`src/i2c_abort_dma_defines.svh`:
```
// Register addresses, field positions, reset values for the abort/DMA block
`ifndef I2C_ABORT_DMA_DEFINES_SVH
`define I2C_ABORT_DMA_DEFINES_SVH

`define DMA_CR_ADDR 32'h5000_1388
`define TX_WM_ADDR 32'h5000_138C
`define RX_WM_ADDR 32'h5000_1390
`define ABORT_SRC_ADDR 32'h5000_13A0
`define INT_STAT_ADDR 32'h5000_13A4
`define INT_MASK_ADDR 32'h5000_13A8

`define SEVEN_BIT_BIT 0
`define TEN_FIRST_BIT 1
`define TEN_SECOND_BIT 2
`define DATA_BYTE_BIT 3
`define GCALL_BIT 4

`define RX_DMA_EN_BIT 0
`define TX_DMA_EN_BIT 1

`define INT_ABORT_BIT 0
`define INT_FLUSH_BIT 1

`define WM_MSB 4
`define ABORT_MSB 4
`define DATA_W 16

`define DMA_CR_RST 2'h0
`define WM_RST 5'h00
`define ABORT_RST 5'h00
`define INT_RST 2'h0

`endif

```
`src/i2c_abort_dma_pkg.sv`:
```
// Types shared by the abort-flag and DMA request block
package i2c_abort_dma_pkg;
	typedef logic [4:0] abort_flags_t;
	typedef logic [4:0] watermark_t;
	typedef logic [1:0] int_bits_t;
	typedef logic [15:0] reg_data_t;
endpackage

```
`src/i2c_abort_dma.sv`:
```
// Transmit-abort cause flags and FIFO-level DMA request logic
// Function
// - Master general call with no acknowledge sets abort flag bit 4.
// - Master-only data byte not acknowledged after acked address sets bit 3.
// - Ten-bit master, second address byte unacknowledged sets bit 2.
// - Ten-bit master, first address byte unacknowledged sets bit 1.
// - Seven-bit master, address unacknowledged sets bit 0.
// - Transmit DMA enable, read-write bit 1, resets to 0.
// - Receive DMA enable, read-write bit 0, resets to 0.
// - Transmit request while enabled and tx level at or below watermark.
// - Receive request while enabled and rx level at least watermark plus one.
// - Slave read with stale tx data raises abort interrupt and flushes.
//
// Chosen here: the strobed register port.
`include "i2c_abort_dma_defines.svh"

module i2c_abort_dma
	import i2c_abort_dma_pkg::*;
#(
	parameter int LVL_W = 6
) (
	input wire logic clk_sys,
	input wire logic rst,
	input wire logic [31:0] addr,
	input wire logic [15:0] wdata,
	input wire logic wr_en,
	input wire logic rd_en,
	output reg_data_t rdata,
	input wire logic master_mode,
	input wire logic ten_bit_mode,
	input wire logic addr_noack,
	input wire logic second_addr_byte,
	input wire logic data_noack,
	input wire logic gcall_noack,
	input wire logic slave_read_req,
	input wire logic [LVL_W-1:0] tx_fifo_level,
	input wire logic [LVL_W-1:0] rx_fifo_level,
	output logic dma_tx_req,
	output logic dma_rx_req,
	output logic tx_flush,
	output logic transmit_abort_interrupt,
	output logic irq
);

	logic tx_dma_enable;
	logic rx_dma_enable;
	watermark_t tx_watermark_level;
	watermark_t rx_watermark_level;
	abort_flags_t abort_flags;
	abort_flags_t abort_set;
	int_bits_t int_status;
	int_bits_t int_mask;
	int_bits_t int_set;
	logic flush_evt;
	logic abort_evt;

	// Cause decode, shared by flag update and abort pulse
	function automatic abort_flags_t abort_causes(
		input logic master,
		input logic ten,
		input logic a_nack,
		input logic second,
		input logic d_nack,
		input logic g_nack
	);
		abort_flags_t c;
		c = '0;
		c[`SEVEN_BIT_BIT] = master & ~ten & a_nack;
		c[`TEN_FIRST_BIT] = master & ten & a_nack & ~second;
		c[`TEN_SECOND_BIT] = master & ten & a_nack & second;
		c[`DATA_BYTE_BIT] = master & d_nack;
		c[`GCALL_BIT] = master & g_nack;
		return c;
	endfunction

	function automatic logic hit(input logic [31:0] a, input logic [31:0] r);
		return a == r;
	endfunction

	function automatic logic [LVL_W-1:0] widen(input watermark_t w);
		return LVL_W'(w);
	endfunction

	assign abort_set = abort_causes(master_mode, ten_bit_mode, addr_noack,
		second_addr_byte, data_noack, gcall_noack);
	// stale data at a slave read
	assign flush_evt = slave_read_req & (tx_fifo_level != '0);
	assign abort_evt = (|abort_set) | flush_evt;
	assign int_set = {flush_evt, abort_evt};

	always_ff @(posedge clk_sys or posedge rst) begin
		if (rst) begin
			tx_dma_enable <= 1'b0;
		end else if (wr_en && hit(addr, `DMA_CR_ADDR)) begin
			tx_dma_enable <= wdata[`TX_DMA_EN_BIT];
		end
	end

	always_ff @(posedge clk_sys or posedge rst) begin
		if (rst) begin
			rx_dma_enable <= 1'b0;
		end else if (wr_en && hit(addr, `DMA_CR_ADDR)) begin
			rx_dma_enable <= wdata[`RX_DMA_EN_BIT];
		end
	end

	always_ff @(posedge clk_sys or posedge rst) begin
		if (rst) begin
			tx_watermark_level <= `WM_RST;
		end else if (wr_en && hit(addr, `TX_WM_ADDR)) begin
			tx_watermark_level <= wdata[`WM_MSB:0];
		end
	end

	always_ff @(posedge clk_sys or posedge rst) begin
		if (rst) begin
			rx_watermark_level <= `WM_RST;
		end else if (wr_en && hit(addr, `RX_WM_ADDR)) begin
			rx_watermark_level <= wdata[`WM_MSB:0];
		end
	end

	// Sticky cause flags; a new cause beats a same-cycle clear
	always_ff @(posedge clk_sys or posedge rst) begin
		if (rst) begin
			abort_flags <= `ABORT_RST;
		end else if (wr_en && hit(addr, `ABORT_SRC_ADDR)) begin
			abort_flags <= (abort_flags & ~wdata[`ABORT_MSB:0]) | abort_set;
		end else begin
			abort_flags <= abort_flags | abort_set;
		end
	end

	always_ff @(posedge clk_sys or posedge rst) begin
		if (rst) begin
			int_status <= `INT_RST;
		end else if (wr_en && hit(addr, `INT_STAT_ADDR)) begin
			int_status <= (int_status & ~wdata[1:0]) | int_set;
		end else begin
			int_status <= int_status | int_set;
		end
	end

	always_ff @(posedge clk_sys or posedge rst) begin
		if (rst) begin
			int_mask <= `INT_RST;
		end else if (wr_en && hit(addr, `INT_MASK_ADDR)) begin
			int_mask <= wdata[1:0];
		end
	end

	// Registered so the request never glitches on FIFO count ripple
	// tx at or below watermark
	always_ff @(posedge clk_sys or posedge rst) begin
		if (rst) begin
			dma_tx_req <= 1'b0;
		end else begin
			dma_tx_req <= tx_dma_enable && (tx_fifo_level <= widen(tx_watermark_level));
		end
	end

	// Field plus one, so a zero field requests on a single entry
	// rx above watermark
	always_ff @(posedge clk_sys or posedge rst) begin
		if (rst) begin
			dma_rx_req <= 1'b0;
		end else begin
			dma_rx_req <= rx_dma_enable && (rx_fifo_level > widen(rx_watermark_level));
		end
	end

	always_ff @(posedge clk_sys or posedge rst) begin
		if (rst) begin
			tx_flush <= 1'b0;
			transmit_abort_interrupt <= 1'b0;
		end else begin
			tx_flush <= flush_evt;
			transmit_abort_interrupt <= abort_evt;
		end
	end

	always_ff @(posedge clk_sys or posedge rst) begin
		if (rst) begin
			irq <= 1'b0;
		end else begin
			irq <= |(int_status & int_mask);
		end
	end

	// register read back
	// Unmapped addresses read as zero
	always_ff @(posedge clk_sys or posedge rst) begin
		if (rst) begin
			rdata <= '0;
		end else if (rd_en) begin
			if (hit(addr, `DMA_CR_ADDR)) begin
				rdata <= {14'h0000, tx_dma_enable, rx_dma_enable};
			end else if (hit(addr, `TX_WM_ADDR)) begin
				rdata <= {11'h000, tx_watermark_level};
			end else if (hit(addr, `RX_WM_ADDR)) begin
				rdata <= {11'h000, rx_watermark_level};
			end else if (hit(addr, `ABORT_SRC_ADDR)) begin
				rdata <= {11'h000, abort_flags};
			end else if (hit(addr, `INT_STAT_ADDR)) begin
				rdata <= {14'h0000, int_status};
			end else if (hit(addr, `INT_MASK_ADDR)) begin
				rdata <= {14'h0000, int_mask};
			end else begin
				rdata <= '0;
			end
		end else begin
			rdata <= '0;
		end
	end
endmodule

```
`config.mk`:
```
export PLATFORM = sky130hd
export DESIGN_NAME = i2c_abort_dma
export DESIGN_NICKNAME = d
export VERILOG_FILES = /design/src/i2c_abort_dma_pkg.sv /design/src/i2c_abort_dma.sv
export VERILOG_INCLUDE_DIRS = /design/src
export SDC_FILE = /design/constraint.sdc
export NUM_CORES = 1
export LEC_CHECK = 0
export ABC_AREA = 1
export BUFFER_PORTS_ARGS = -buffer_cell sky130_fd_sc_hd__buf_2
export CELL_PAD_IN_SITES_DETAIL_PLACEMENT = 1
export CELL_PAD_IN_SITES_GLOBAL_PLACEMENT = 1
export CORE_MARGIN = 4
export CORE_UTILIZATION = 37
export CTS_BUF_LIST = sky130_fd_sc_hd__clkbuf_2
export DETAILED_ROUTE_END_ITERATION = 10
export PLACE_DENSITY = 0.84
export SYNTH_ARGS = -nofsm -noshare
export SYNTH_HDL_FRONTEND = slang
export SYNTH_SLANG_ARGS = --single-unit
```
`constraint.sdc`:
```
create_clock -name clk_sys -period 3 [get_ports clk_sys]
set_clock_uncertainty 0.2 [all_clocks]
set_input_delay 0.15 -clock clk_sys [delete_from_list [all_inputs] [get_ports clk_sys]]
set_output_delay 0.15 -clock clk_sys [all_outputs]
set_load 0.02 [all_outputs]
```
==> results of run 1 <==
[power groups by stage]
stage / Sequential, mW / Clock (mW) / Combinational, mW
global placement: 0.430 / 0 / 0.136
floorplan: 0.432 / 0 / 0.0834
global route: 0.423 / 0.221 / 0.190
CTS: 0.422 / 0.201 / 0.167
detailed placement: 0.430 / 0 / 0.143
finish: 0.422 / 0.192 / 0.167
[registers in the layout, indices dropped and copies added, names as in the netlist, 2 cells and up]
| signal | count |
|---|---|
| int_mask | 2 |
| tx_watermark_level | 5 |
| rx_watermark_level | 5 |
| rdata | 5 |
| int_status | 2 |
| abort_flags | 5 |
[cell families after synthesis]
family | synth area share [%]
compound gates | 9.281
fa+ha+maj | 5.659
buf+inv | 12.39
flops | 35.09
mux | 0.4528
other cells | 0.1696
simple gates | 36.96
[worst min-delay path by stage]
stage | end | slack [ns] | cells past startpoint
global route | rx_watermark_level[0] | 0.11 | 6
CTS | dma_tx_req | 0.07 | 5
detailed placement | tx_flush | 0.10 | 2
floorplan | dma_tx_req | 0.02 | 1
global placement | transmit_abort_interrupt | 0.09 | 2
finish | dma_tx_req | 0.1 | 5
[worst max-delay path: stages]
cell           delay [ns]
dlygate4sd3_1        0.53
buf_2                0.15
nand2_1              0.05
dlygate4sd3_1        0.57
nand4_1              0.14
dlygate4sd3_1        0.60
[stage by stage]
stage	setup slack [ns]	hold slack [ns]	instances	util, %	power, mW
after floorplan	1.511	0.02078	307	-	0.5154
after global placement	1.303	0.08580	438	46.24	0.5659
after detailed placement	1.301	0.1015	438	46.24	0.5726
after CTS	0.9270	0.07110	474	51.87	0.7898
after global routing	0.8024	0.1119	474	51.87	0.8340
final	0.8611	0.09656	474	51.87	0.7813
[layer usage]
metal	wire, um	up-vias	share of wire, %	track usage, %
li1	-	1134	-	-
met1	2620	1058	42	23.20
met2	3249	48	52	33.62
met3	324	5	5.2	3.398
met4	37	0	0.59	3.453
met5	0	-	0	0
[timing repair]
action / CTS / global route
endpoints found under the hold margin: 47 / 0
hold buffers: 28 / 0
setup buffers: 0 / 0
setup endpoints to repair: 0 / 0
[area by class of cell]
type / instances / area, um^2 / share of cell area [%]
Multi-Input combinational cell: 214 / 1199 / 40.96
Sequential cell: 31 / 775.7 / 26.51
Inverter: 51 / 191.4 / 6.541
Timing Repair Buffer: 98 / 633.1 / 21.63
Clock inverter: 2 / 7.507 / 0.2565
Tap cell: 72 / 90.09 / 3.078
Clock buffer: 6 / 30.03 / 1.026
[cell usage after synthesis, types with 2 or more instances]
cell type  instances  share of area (%)
a21oi_1            9                2.0
nor2_1            34                5.8
buf_4             11                3.7
dfrtp_1           31                 35
inv_1             46                7.8
nand2_1           57                9.7
nor2_2             9                2.5
nor2_8             2                1.8
nand2_4            4                2.0
inv_2              5               0.85
nand3b_1           2               0.68
nand2_2            2               0.57
nand3_1           24                5.4
nor2_4             5                2.5
o21ai_0            9                2.0
o21a_1             3                1.0
ha_1              10                5.7
nand4_1            6                1.7
o21ai_1           14                3.2
[layout by cell type, fill, tap and decap left out, types with 2 or more instances in the layout]
cell           netlist  layout
conb_1               1      11
dlygate4sd3_1        0      28
inv_2                5       5
clkbuf_2             0       6
buf_2                0      69
o21ai_1             14      14
ha_1                10      10
inv_1               46      46
nand4_1              6       6
o21a_1               3       3
nor2_4               5       5
nand3b_1             2       2
nand2_4              4       4
nand2_2              2       2
clkinv_1             0       2
nor2_8               2       2
o21ai_0              9       9
nand2_1             57      57
nor2_2               9       9
dfrtp_1             31      31
a21oi_1              9       9
nor2_1              34      34
nand3_1             24      24
==> impl_metrics.py, run 1 <==
metrics = {
    "run_status": {
        "status": "finished clean",
    },
    "route": {
        "vias": 2245,
        "final_antenna_net_count": 0,
        "finalWirelength_um": 6231,
        "drtPass1Iterations": 4,
        "drcViolationCount": 0,
        "drt-initial-drc-count": 106,
        "drt-wirelength-per-cell_um": 13.15,
        "viasPerCell": 4.736,
    },
    "sta": {
        "fmax_ghz": 0.4675,
        "tns_ns": 0,
        "drv_slew": 0,
        "slew_headroom_pct": 53.44,
        "min_period_over_period_pct": 71.30,
        "worst_pin_slew_ns": 0.6976,
        "finalHoldViolations": 0,
        "setup_viol": 0,
        "rsz0062_at_grt": "false",
        "period_needed_ns": 2.139,
    },
    "clock_network": {
        "cts.repair.resized": 0,
        "root_buffer": "clkbuf_2",
        "clk-insertion-delay-late_ns": 0.35,
        "ctsHtreeMaxLevel": 2,
        "cts_buffer_depth": 2,
        "cts_made_buffers": 5,
        "clkTransAtPathRegs_ns": 0.15,
        "cts.sinks": 31,
        "cts_tree": "yes",
    },
    "finish": {
        "area_delta_synth_final_pct": 32.37,
        "fin_nets": 482,
        "fillers": 746,
        "n_antenna_cell": 0,
        "layout-drive-gt1-share_pct": 26.62,
        "stdcell_area_um2": 2927,
    },
    "pwr": {
        "combinationalPowerShare_pct": 21.3,
        "clkPwrFrac_pct": 24.6,
        "p_switching_mw": 0.2318,
        "intPower_mw": 0.5495,
        "sequentialPowerShare_pct": 54.1,
        "switching_share_pct": 29.67,
        "p_leak_nw": 1.553,
        "ir_worst_vdd_mv": 0.1599,
        "p_per_area_nw_per_um2": 267.0,
    },
    "critical_path": {
        "r2r_slack_ns": 1.33,
        "crit_end": "transmit_abort_interrupt",
        "crit_type": "in2reg",
        "cp.arrival_ns": 2.20,
        "worstPathMaxFanout": 5,
        "end_kind": "register",
        "r2r_start": "rx_watermark_level[1]",
        "critPathRequiredTime_ns": 3.06,
        "cp-startpoint": "master_mode",
        "rr_worst_depth": 8,
        "critPathLaunchType": "input pin",
        "r2r-end": "dma_rx_req",
    },
    "placement": {
        "place.gp.congestion": 0.8156,
        "dp_hpwl_um": 5114,
        "place_area_um2": 2609,
        "port_buffers": 69,
    },
    "floorplanning": {
        "coreArea_um2": 5642,
        "start_util_pct": 39.19,
        "io_pins": 92,
        "fp.dieW_um": 85.30,
        "rows": 27,
        "die_h_um": 85.30,
        "die_area_um2": 7276,
    },
    "flow_run": {
        "max_cap_viol_count": 0,
    },
    "synth": {
        "synth-edff-count": 0,
        "async_flop_share_pct": 100.0,
        "syn_area_um2": 2211,
        "avgSynthCellArea_um2": 7.444,
        "synthFlopType": "dfrtp_1",
        "ys_warn_count": 0,
        "synth_seq_area_share_pct": 35.09,
        "syn-instance-count": 297,
        "synth_cell_types": 33,
        "synth_seq_cells": 31,
    },
    "global_routing": {
        "grt_max_degree": 19,
        "grt_pass1_wl_um": 11050,
        "gr-total-overflow": 0,
        "grtUsageTotal_pct": 18.64,
        "antenna_found_initial": 0,
        "grt_pass1_vias": 2472,
    },
    "hold_path": {
        "hold_class": "in2reg",
        "hold_path_startpoint": "tx_fifo_level[4]",
    },
}
Note: power is estimated with default switching activity, not from simulation.
==> run 2, diff against run 1 <==
Settings changed: CORE_UTILIZATION 37 to 31, PLACE_DENSITY 0.84 to 0.75.
Clock period 3 ns to 1.9 ns, I/O delays scaled along.
==> run 2 against run 1 <==
Against the previous run:
- final area up 3.4%
- clock power up 60%
- sequential cell count unchanged
- power up 59%
- largest cell class unchanged
- worst hold slack worse by 0.073 ns
- global-route usage down 2.1 points
- final cell count up 6.1%
- via count about the same
- sequential share of layout area down 0.87 points
==> impl_metrics.py, run 2 (same netlist as run 1, synthesis figures left out) <==
metrics = {
    "run_status": {
        "status": "finished clean",
    },
    "sta": {
        "min_period_over_period_pct": 96.05,
        "tns_ns": 0,
        "drv_slew": 0,
        "finalHoldViolations": 0,
        "period_needed_ns": 1.825,
        "rsz0062_at_grt": "false",
        "fmax_ghz": 0.5479,
        "setup_viol": 0,
    },
    "critical_path": {
        "crit_type": "in2reg",
        "r2r-end": "dma_tx_req",
        "r2r_start": "tx_watermark_level[1]",
        "cp-startpoint": "tx_fifo_level[3]",
        "critPathLaunchType": "input pin",
        "cp.arrival_ns": 1.90,
        "rr_worst_depth": 8,
        "path_buf_inv": 3,
        "slowest_stage": "dlygate4sd3_1",
        "max_stage_delay_ns": 0.56,
        "critPathTopFamily": "buffers and inverters",
        "worstPathMaxFanout": 3,
        "critPathRequiredTime_ns": 1.97,
        "end_kind": "register",
        "worstPathCellList": "dlygate4sd3_1 > buf_2 > nor4_2 > nand2_1 > nand2_2 > nand2_1 > dlygate4sd3_1",
        "r2r_slack_ns": 0.22,
    },
    "floorplanning": {
        "die_area_um2": 8547,
        "start_util_pct": 32.19,
        "io_pins": 92,
        "die_h_um": 92.45,
        "rows": 30,
        "coreArea_um2": 6869,
        "fp.dieW_um": 92.45,
    },
    "placement": {
        "place.gp.congestion": 0.7982,
        "port_buffers": 69,
        "dp_cells": 463,
        "dp_hpwl_um": 5245,
    },
    "finish": {
        "fillers": 904,
        "area_delta_synth_final_pct": 36.84,
        "mostFrequentLayoutCells": "69 x buf_2, 56 x nand2_1, 46 x inv_1",
        "seq_area_um2": 775.7,
        "stdcell_count": 503,
        "layout-drive-gt1-share_pct": 27.52,
        "final_common_cell": "buf_2",
        "multi_input_area_um2": 1220,
        "fin_nets": 487,
        "n_antenna_cell": 0,
    },
    "hold_path": {
        "hold_path_startpoint": "addr[3]",
        "holdPathStages": 6,
        "hold_class": "in2reg",
        "holdPathEnd": "rx_watermark_level[0]",
    },
    "pwr": {
        "ir_worst_vdd_mv": 0.2224,
        "switching_share_pct": 30.02,
        "clkPwrFrac_pct": 24.7,
        "p_leak_nw": 1.583,
        "sequentialPowerShare_pct": 53.6,
        "p_switching_mw": 0.3738,
        "p_per_area_nw_per_um2": 411.5,
        "combinationalPowerShare_pct": 21.7,
        "intPower_mw": 0.8713,
    },
    "global_routing": {
        "antenna_found_initial": 0,
        "grt_pass1_wl_um": 11340,
        "grt_max_degree": 32,
        "gr-total-overflow": 0,
        "grt_pass1_vias": 2489,
        "grtUsageTotal_pct": 16.51,
    },
    "clock_network": {
        "root_buffer": "clkbuf_2",
        "ctsHtreeMaxLevel": 2,
        "clkTransAtPathRegs_ns": 0.16,
        "cts.sinks": 31,
        "clk-insertion-delay-late_ns": 0.37,
        "cts_buffer_depth": 2,
        "cts_tree": "yes",
        "cts_made_buffers": 5,
    },
    "route": {
        "final_antenna_net_count": 0,
        "drcViolationCount": 0,
        "viasPerCell": 4.459,
        "drt-initial-drc-count": 79,
        "vias": 2243,
        "finalWirelength_um": 6601,
        "drt-wirelength-per-cell_um": 13.12,
        "drtPass1Iterations": 4,
    },
    "flow_run": {
        "max_cap_viol_count": 0,
    },
}
-- run 2: routing by layer --
layer	share of wire (%)	vias up	global-route usage, %
met5	0	-	0
met4	1.2	0	3.713
met3	3.2	11	2.924
met2	52	42	30.76
met1	44	1052	19.57
li1	-	1138	-
-- run 2: worst max path at each step --
stage | slack, ns | depth (start not counted) | end
2_1_floorplan | 0.41 | 8 | dma_rx_req
3_3_place_gp | 0.27 | 9 | int_status[0]
3_5_place_dp | 0.21 | 9 | int_status[0]
4_1_cts | 0.03 | 6 | abort_flags[4]
5_1_grt | 0.01 | 10 | abort_flags[1]
6_report | 0.08 | 7 | int_status[1]
-- run 2: power by group through the flow --
| stage | registers, mW | clock network (mW) | logic (mW) |
|---|---|---|---|
| floorplan | 0.682 | 0 | 0.132 |
| global placement | 0.679 | 0 | 0.218 |
| detailed placement | 0.679 | 0 | 0.228 |
| CTS | 0.667 | 0.319 | 0.270 |
| global route | 0.668 | 0.352 | 0.306 |
| finish | 0.667 | 0.308 | 0.270 |
-- run 2: per-stage QoR --
stage	instance area [um^2]	total power [mW]	hold WS (ns)	setup slack (ns)	utilization [%]
final	3025	1.245	0.02309	0.07501	44.04
after detailed placement	2646	0.9070	-0.002169	0.2136	38.52
after CTS	3014	1.256	0.01454	0.02800	43.88
after floorplan	2248	0.8138	-0.03422	0.4114	-
after global placement	2646	0.8966	-0.007767	0.2727	38.52
after global routing	3025	1.325	0.04337	0.01396	44.04
-- run 2: repair_timing --
item / CTS / global route
setup buffers: 0 / 0
setup endpoints to repair: 0 / 6
hold buffers: 33 / 1
resized for setup: 0 / 5
endpoints found under the hold margin: 61 / 2
-- run 2: cell type report --
cell class / count / share of cell area (%)
Multi-Input combinational cell: 214 / 40.32
Sequential cell: 31 / 25.64
Timing Repair Buffer: 103 / 22.50
Inverter: 51 / 6.328
Tap cell: 96 / 3.970
Clock buffer: 6 / 0.9926
Clock inverter: 2 / 0.2481
-- run 2: worst min-delay path, stage by stage --
cell	delay, ns
buf_2	0.12
inv_2	0.06
nand2_4	0.09
nor2_8	0.05
nand3_4	0.10
o21ai_1	0.06
==> run 3, diff against run 2 <==
Settings changed: SETUP_SLACK_MARGIN set to 0.3.
==> run 3 against run 2 <==
Against the previous run:
- sequential cell count is the same
- sequential power is essentially flat
- first-iteration DRC count shrank 15%
- worst hold slack lost 0.088 ns
- setup slack gained 0.18 ns
- critical path depth grew 1
- global-route usage is the same
- non-clock buffer count shrank 5
- final area shrank 0.95%
- combinational power grew 2%
- the flow now finishes with violations (hold timing)
- die area is the same
==> impl_metrics.py, run 3 (same netlist as run 1, synthesis figures left out) <==
metrics = {
    "finish": {
        "n_antenna_cell": 0,
        "area_delta_synth_final_pct": 35.54,
        "mostFrequentLayoutCells": "69 x buf_2, 56 x nand2_1, 43 x inv_1",
        "final_common_cell": "buf_2",
        "layout-drive-gt1-share_pct": 30.85,
        "fin_nets": 482,
    },
    "sta": {
        "hold_ws_ns": -0.06536,
        "finalHoldViolations": 2,
        "drv_slew": 0,
        "period_needed_ns": 1.645,
        "fmax_ghz": 0.6078,
        "rsz0062_at_grt": "true",
        "setup_viol": 0,
        "tns_ns": 0,
        "min_period_over_period_pct": 86.60,
    },
    "floorplanning": {
        "coreArea_um2": 6869,
        "die_h_um": 92.45,
        "die_area_um2": 8547,
        "io_pins": 92,
        "fp.dieW_um": 92.45,
        "start_util_pct": 32.19,
        "rows": 30,
    },
    "pwr": {
        "switching_share_pct": 30.10,
        "p_switching_mw": 0.3755,
        "intPower_mw": 0.8720,
        "sequentialPowerShare_pct": 53.5,
        "p_total_mw": 1.247,
        "ir_worst_vdd_mv": 0.2183,
        "combinationalPowerShare_pct": 22.1,
        "p_leak_nw": 1.579,
        "p_per_area_nw_per_um2": 416.3,
        "clkPwrFrac_pct": 24.5,
    },
    "route": {
        "vias": 2265,
        "drcViolationCount": 0,
        "final_antenna_net_count": 0,
        "drt-initial-drc-count": 67,
        "viasPerCell": 4.548,
        "drtPass1Iterations": 4,
        "finalWirelength_um": 6754,
        "drt-wirelength-per-cell_um": 13.56,
    },
    "placement": {
        "place.gp.congestion": 0.7982,
        "port_buffers": 69,
        "dp_hpwl_um": 5245,
    },
    "critical_path": {
        "critPathTopFamily": "simple AND/OR/NAND/NOR gates",
        "worstPathCellList": "inv_2 > ha_4 > nand2_2 > nor2_2 > nor3b_2 > nand3b_1 > a22oi_2 > nor3_1",
        "path_buf_inv": 1,
        "end_kind": "register",
        "worstPathMaxFanout": 2,
        "critPathRequiredTime_ns": 1.95,
        "crit_type": "reg2reg",
        "max_stage_delay_ns": 0.41,
        "slowest_stage": "dfrtp_1",
        "cp.arrival_ns": 1.70,
        "critPathLaunchType": "register",
    },
    "global_routing": {
        "grt_pass1_wl_um": 11380,
        "grt_pass1_vias": 2479,
        "antenna_found_initial": 0,
        "grt_max_degree": 32,
        "grtUsageTotal_pct": 16.51,
        "gr-total-overflow": 0,
    },
    "clock_network": {
        "ctsHtreeMaxLevel": 2,
        "clkTransAtPathRegs_ns": 0.15,
        "root_buffer": "clkbuf_2",
        "cts_made_buffers": 5,
        "cts_buffer_depth": 2,
        "clk-insertion-delay-late_ns": 0.37,
        "cts_hold_buf": 22,
        "cts_tree": "yes",
        "cts.sinks": 31,
    },
    "hold_path": {
        "hold_class": "in2reg",
    },
    "run_status": {
        "violations": "hold timing",
        "status": "finished, violations left",
    },
    "flow_run": {
        "max_cap_viol_count": 0,
    },
}
## run 3: changes by cell type in the layout (fill, tap and decap cells not counted), moves of 2 or more
cell,before,now
ha_4,0,3
ha_1,10,7
dlygate4sd3_1,32,22
nor2_2,9,11
buf_4,2,7
inv_2,5,8
inv_1,46,43
## run 3: worst reg2reg max path, delay by kind of cell (launching register included)
kind	cells	cell delay, ns
flops	1	0.41
simple gates	5	0.45
fa+ha+maj	1	0.27
compound gates	1	0.14
buf+inv	1	0.07
## run 3: per-stage QoR
stage                     area, um^2  std cells  setup WS [ns]  util, %
final                           2997        498         0.2546    43.62
after floorplan                 2248        307         0.4114        -
after CTS                       2959        496         0.2664    43.08
after global placement          2646        463         0.2727    38.52
after detailed placement        2646        463         0.2136    38.52
after global routing            2997        498         0.1768    43.62
## run 3: final timing paths
path / endpoint / slack [ns] / cells past startpoint / startpoint
hold / removal: tx_flush / -0.07 / 5 / tx_fifo_level[2]
hold reg to reg: tx_watermark_level[3] / 0.32 / 2 / tx_watermark_level[3]
max in group asynchronous: rx_watermark_level[3] / 1.08 / 4 / rst
min in group asynchronous: rx_watermark_level[0] / 0.13 / 4 / rst
setup reg to reg: dma_tx_req / 0.25 / 8 / tx_watermark_level[2]
setup / recovery: dma_tx_req / 0.25 / 8 / tx_watermark_level[2]
## run 3: layer usage
layer,part of all wire (%),global-route usage (%),vias up
met4,1.8,3.960,0
met3,3.8,2.762,17
met5,0,0,-
li1,-,-,1132
met1,42,19.67,1058
met2,52,30.63,58
## run 3: area by class of cell
cell class              count  area (um^2)
fillers                   898         3872
inverters                  51        191.4
clock inverters             2        7.507
multi-input cells         214         1254
flip-flops and latches     31        775.7
well taps                  96        120.1
repair buffers             98        618.1
clock buffers               6        30.03
## run 3: power groups by stage
stage                     Combinational, mW  Clock, mW  Sequential, mW
after global routing                  0.310      0.352           0.668
after floorplan                       0.132          0           0.682
final                                 0.276      0.305           0.667
after global placement                0.218          0           0.679
after detailed placement              0.228          0           0.679
after CTS                             0.269      0.319           0.667
## run 3: what timing repair did
| action | CTS | global route |
|---|---|---|
| buffers inserted | 3 | 2 |
| hold endpoints to repair | 61 | 2 |
| pin swaps | 3 | 3 |
| endpoints found under the setup margin | 2 | 3 |
| gates resized for setup | 8 | 4 |
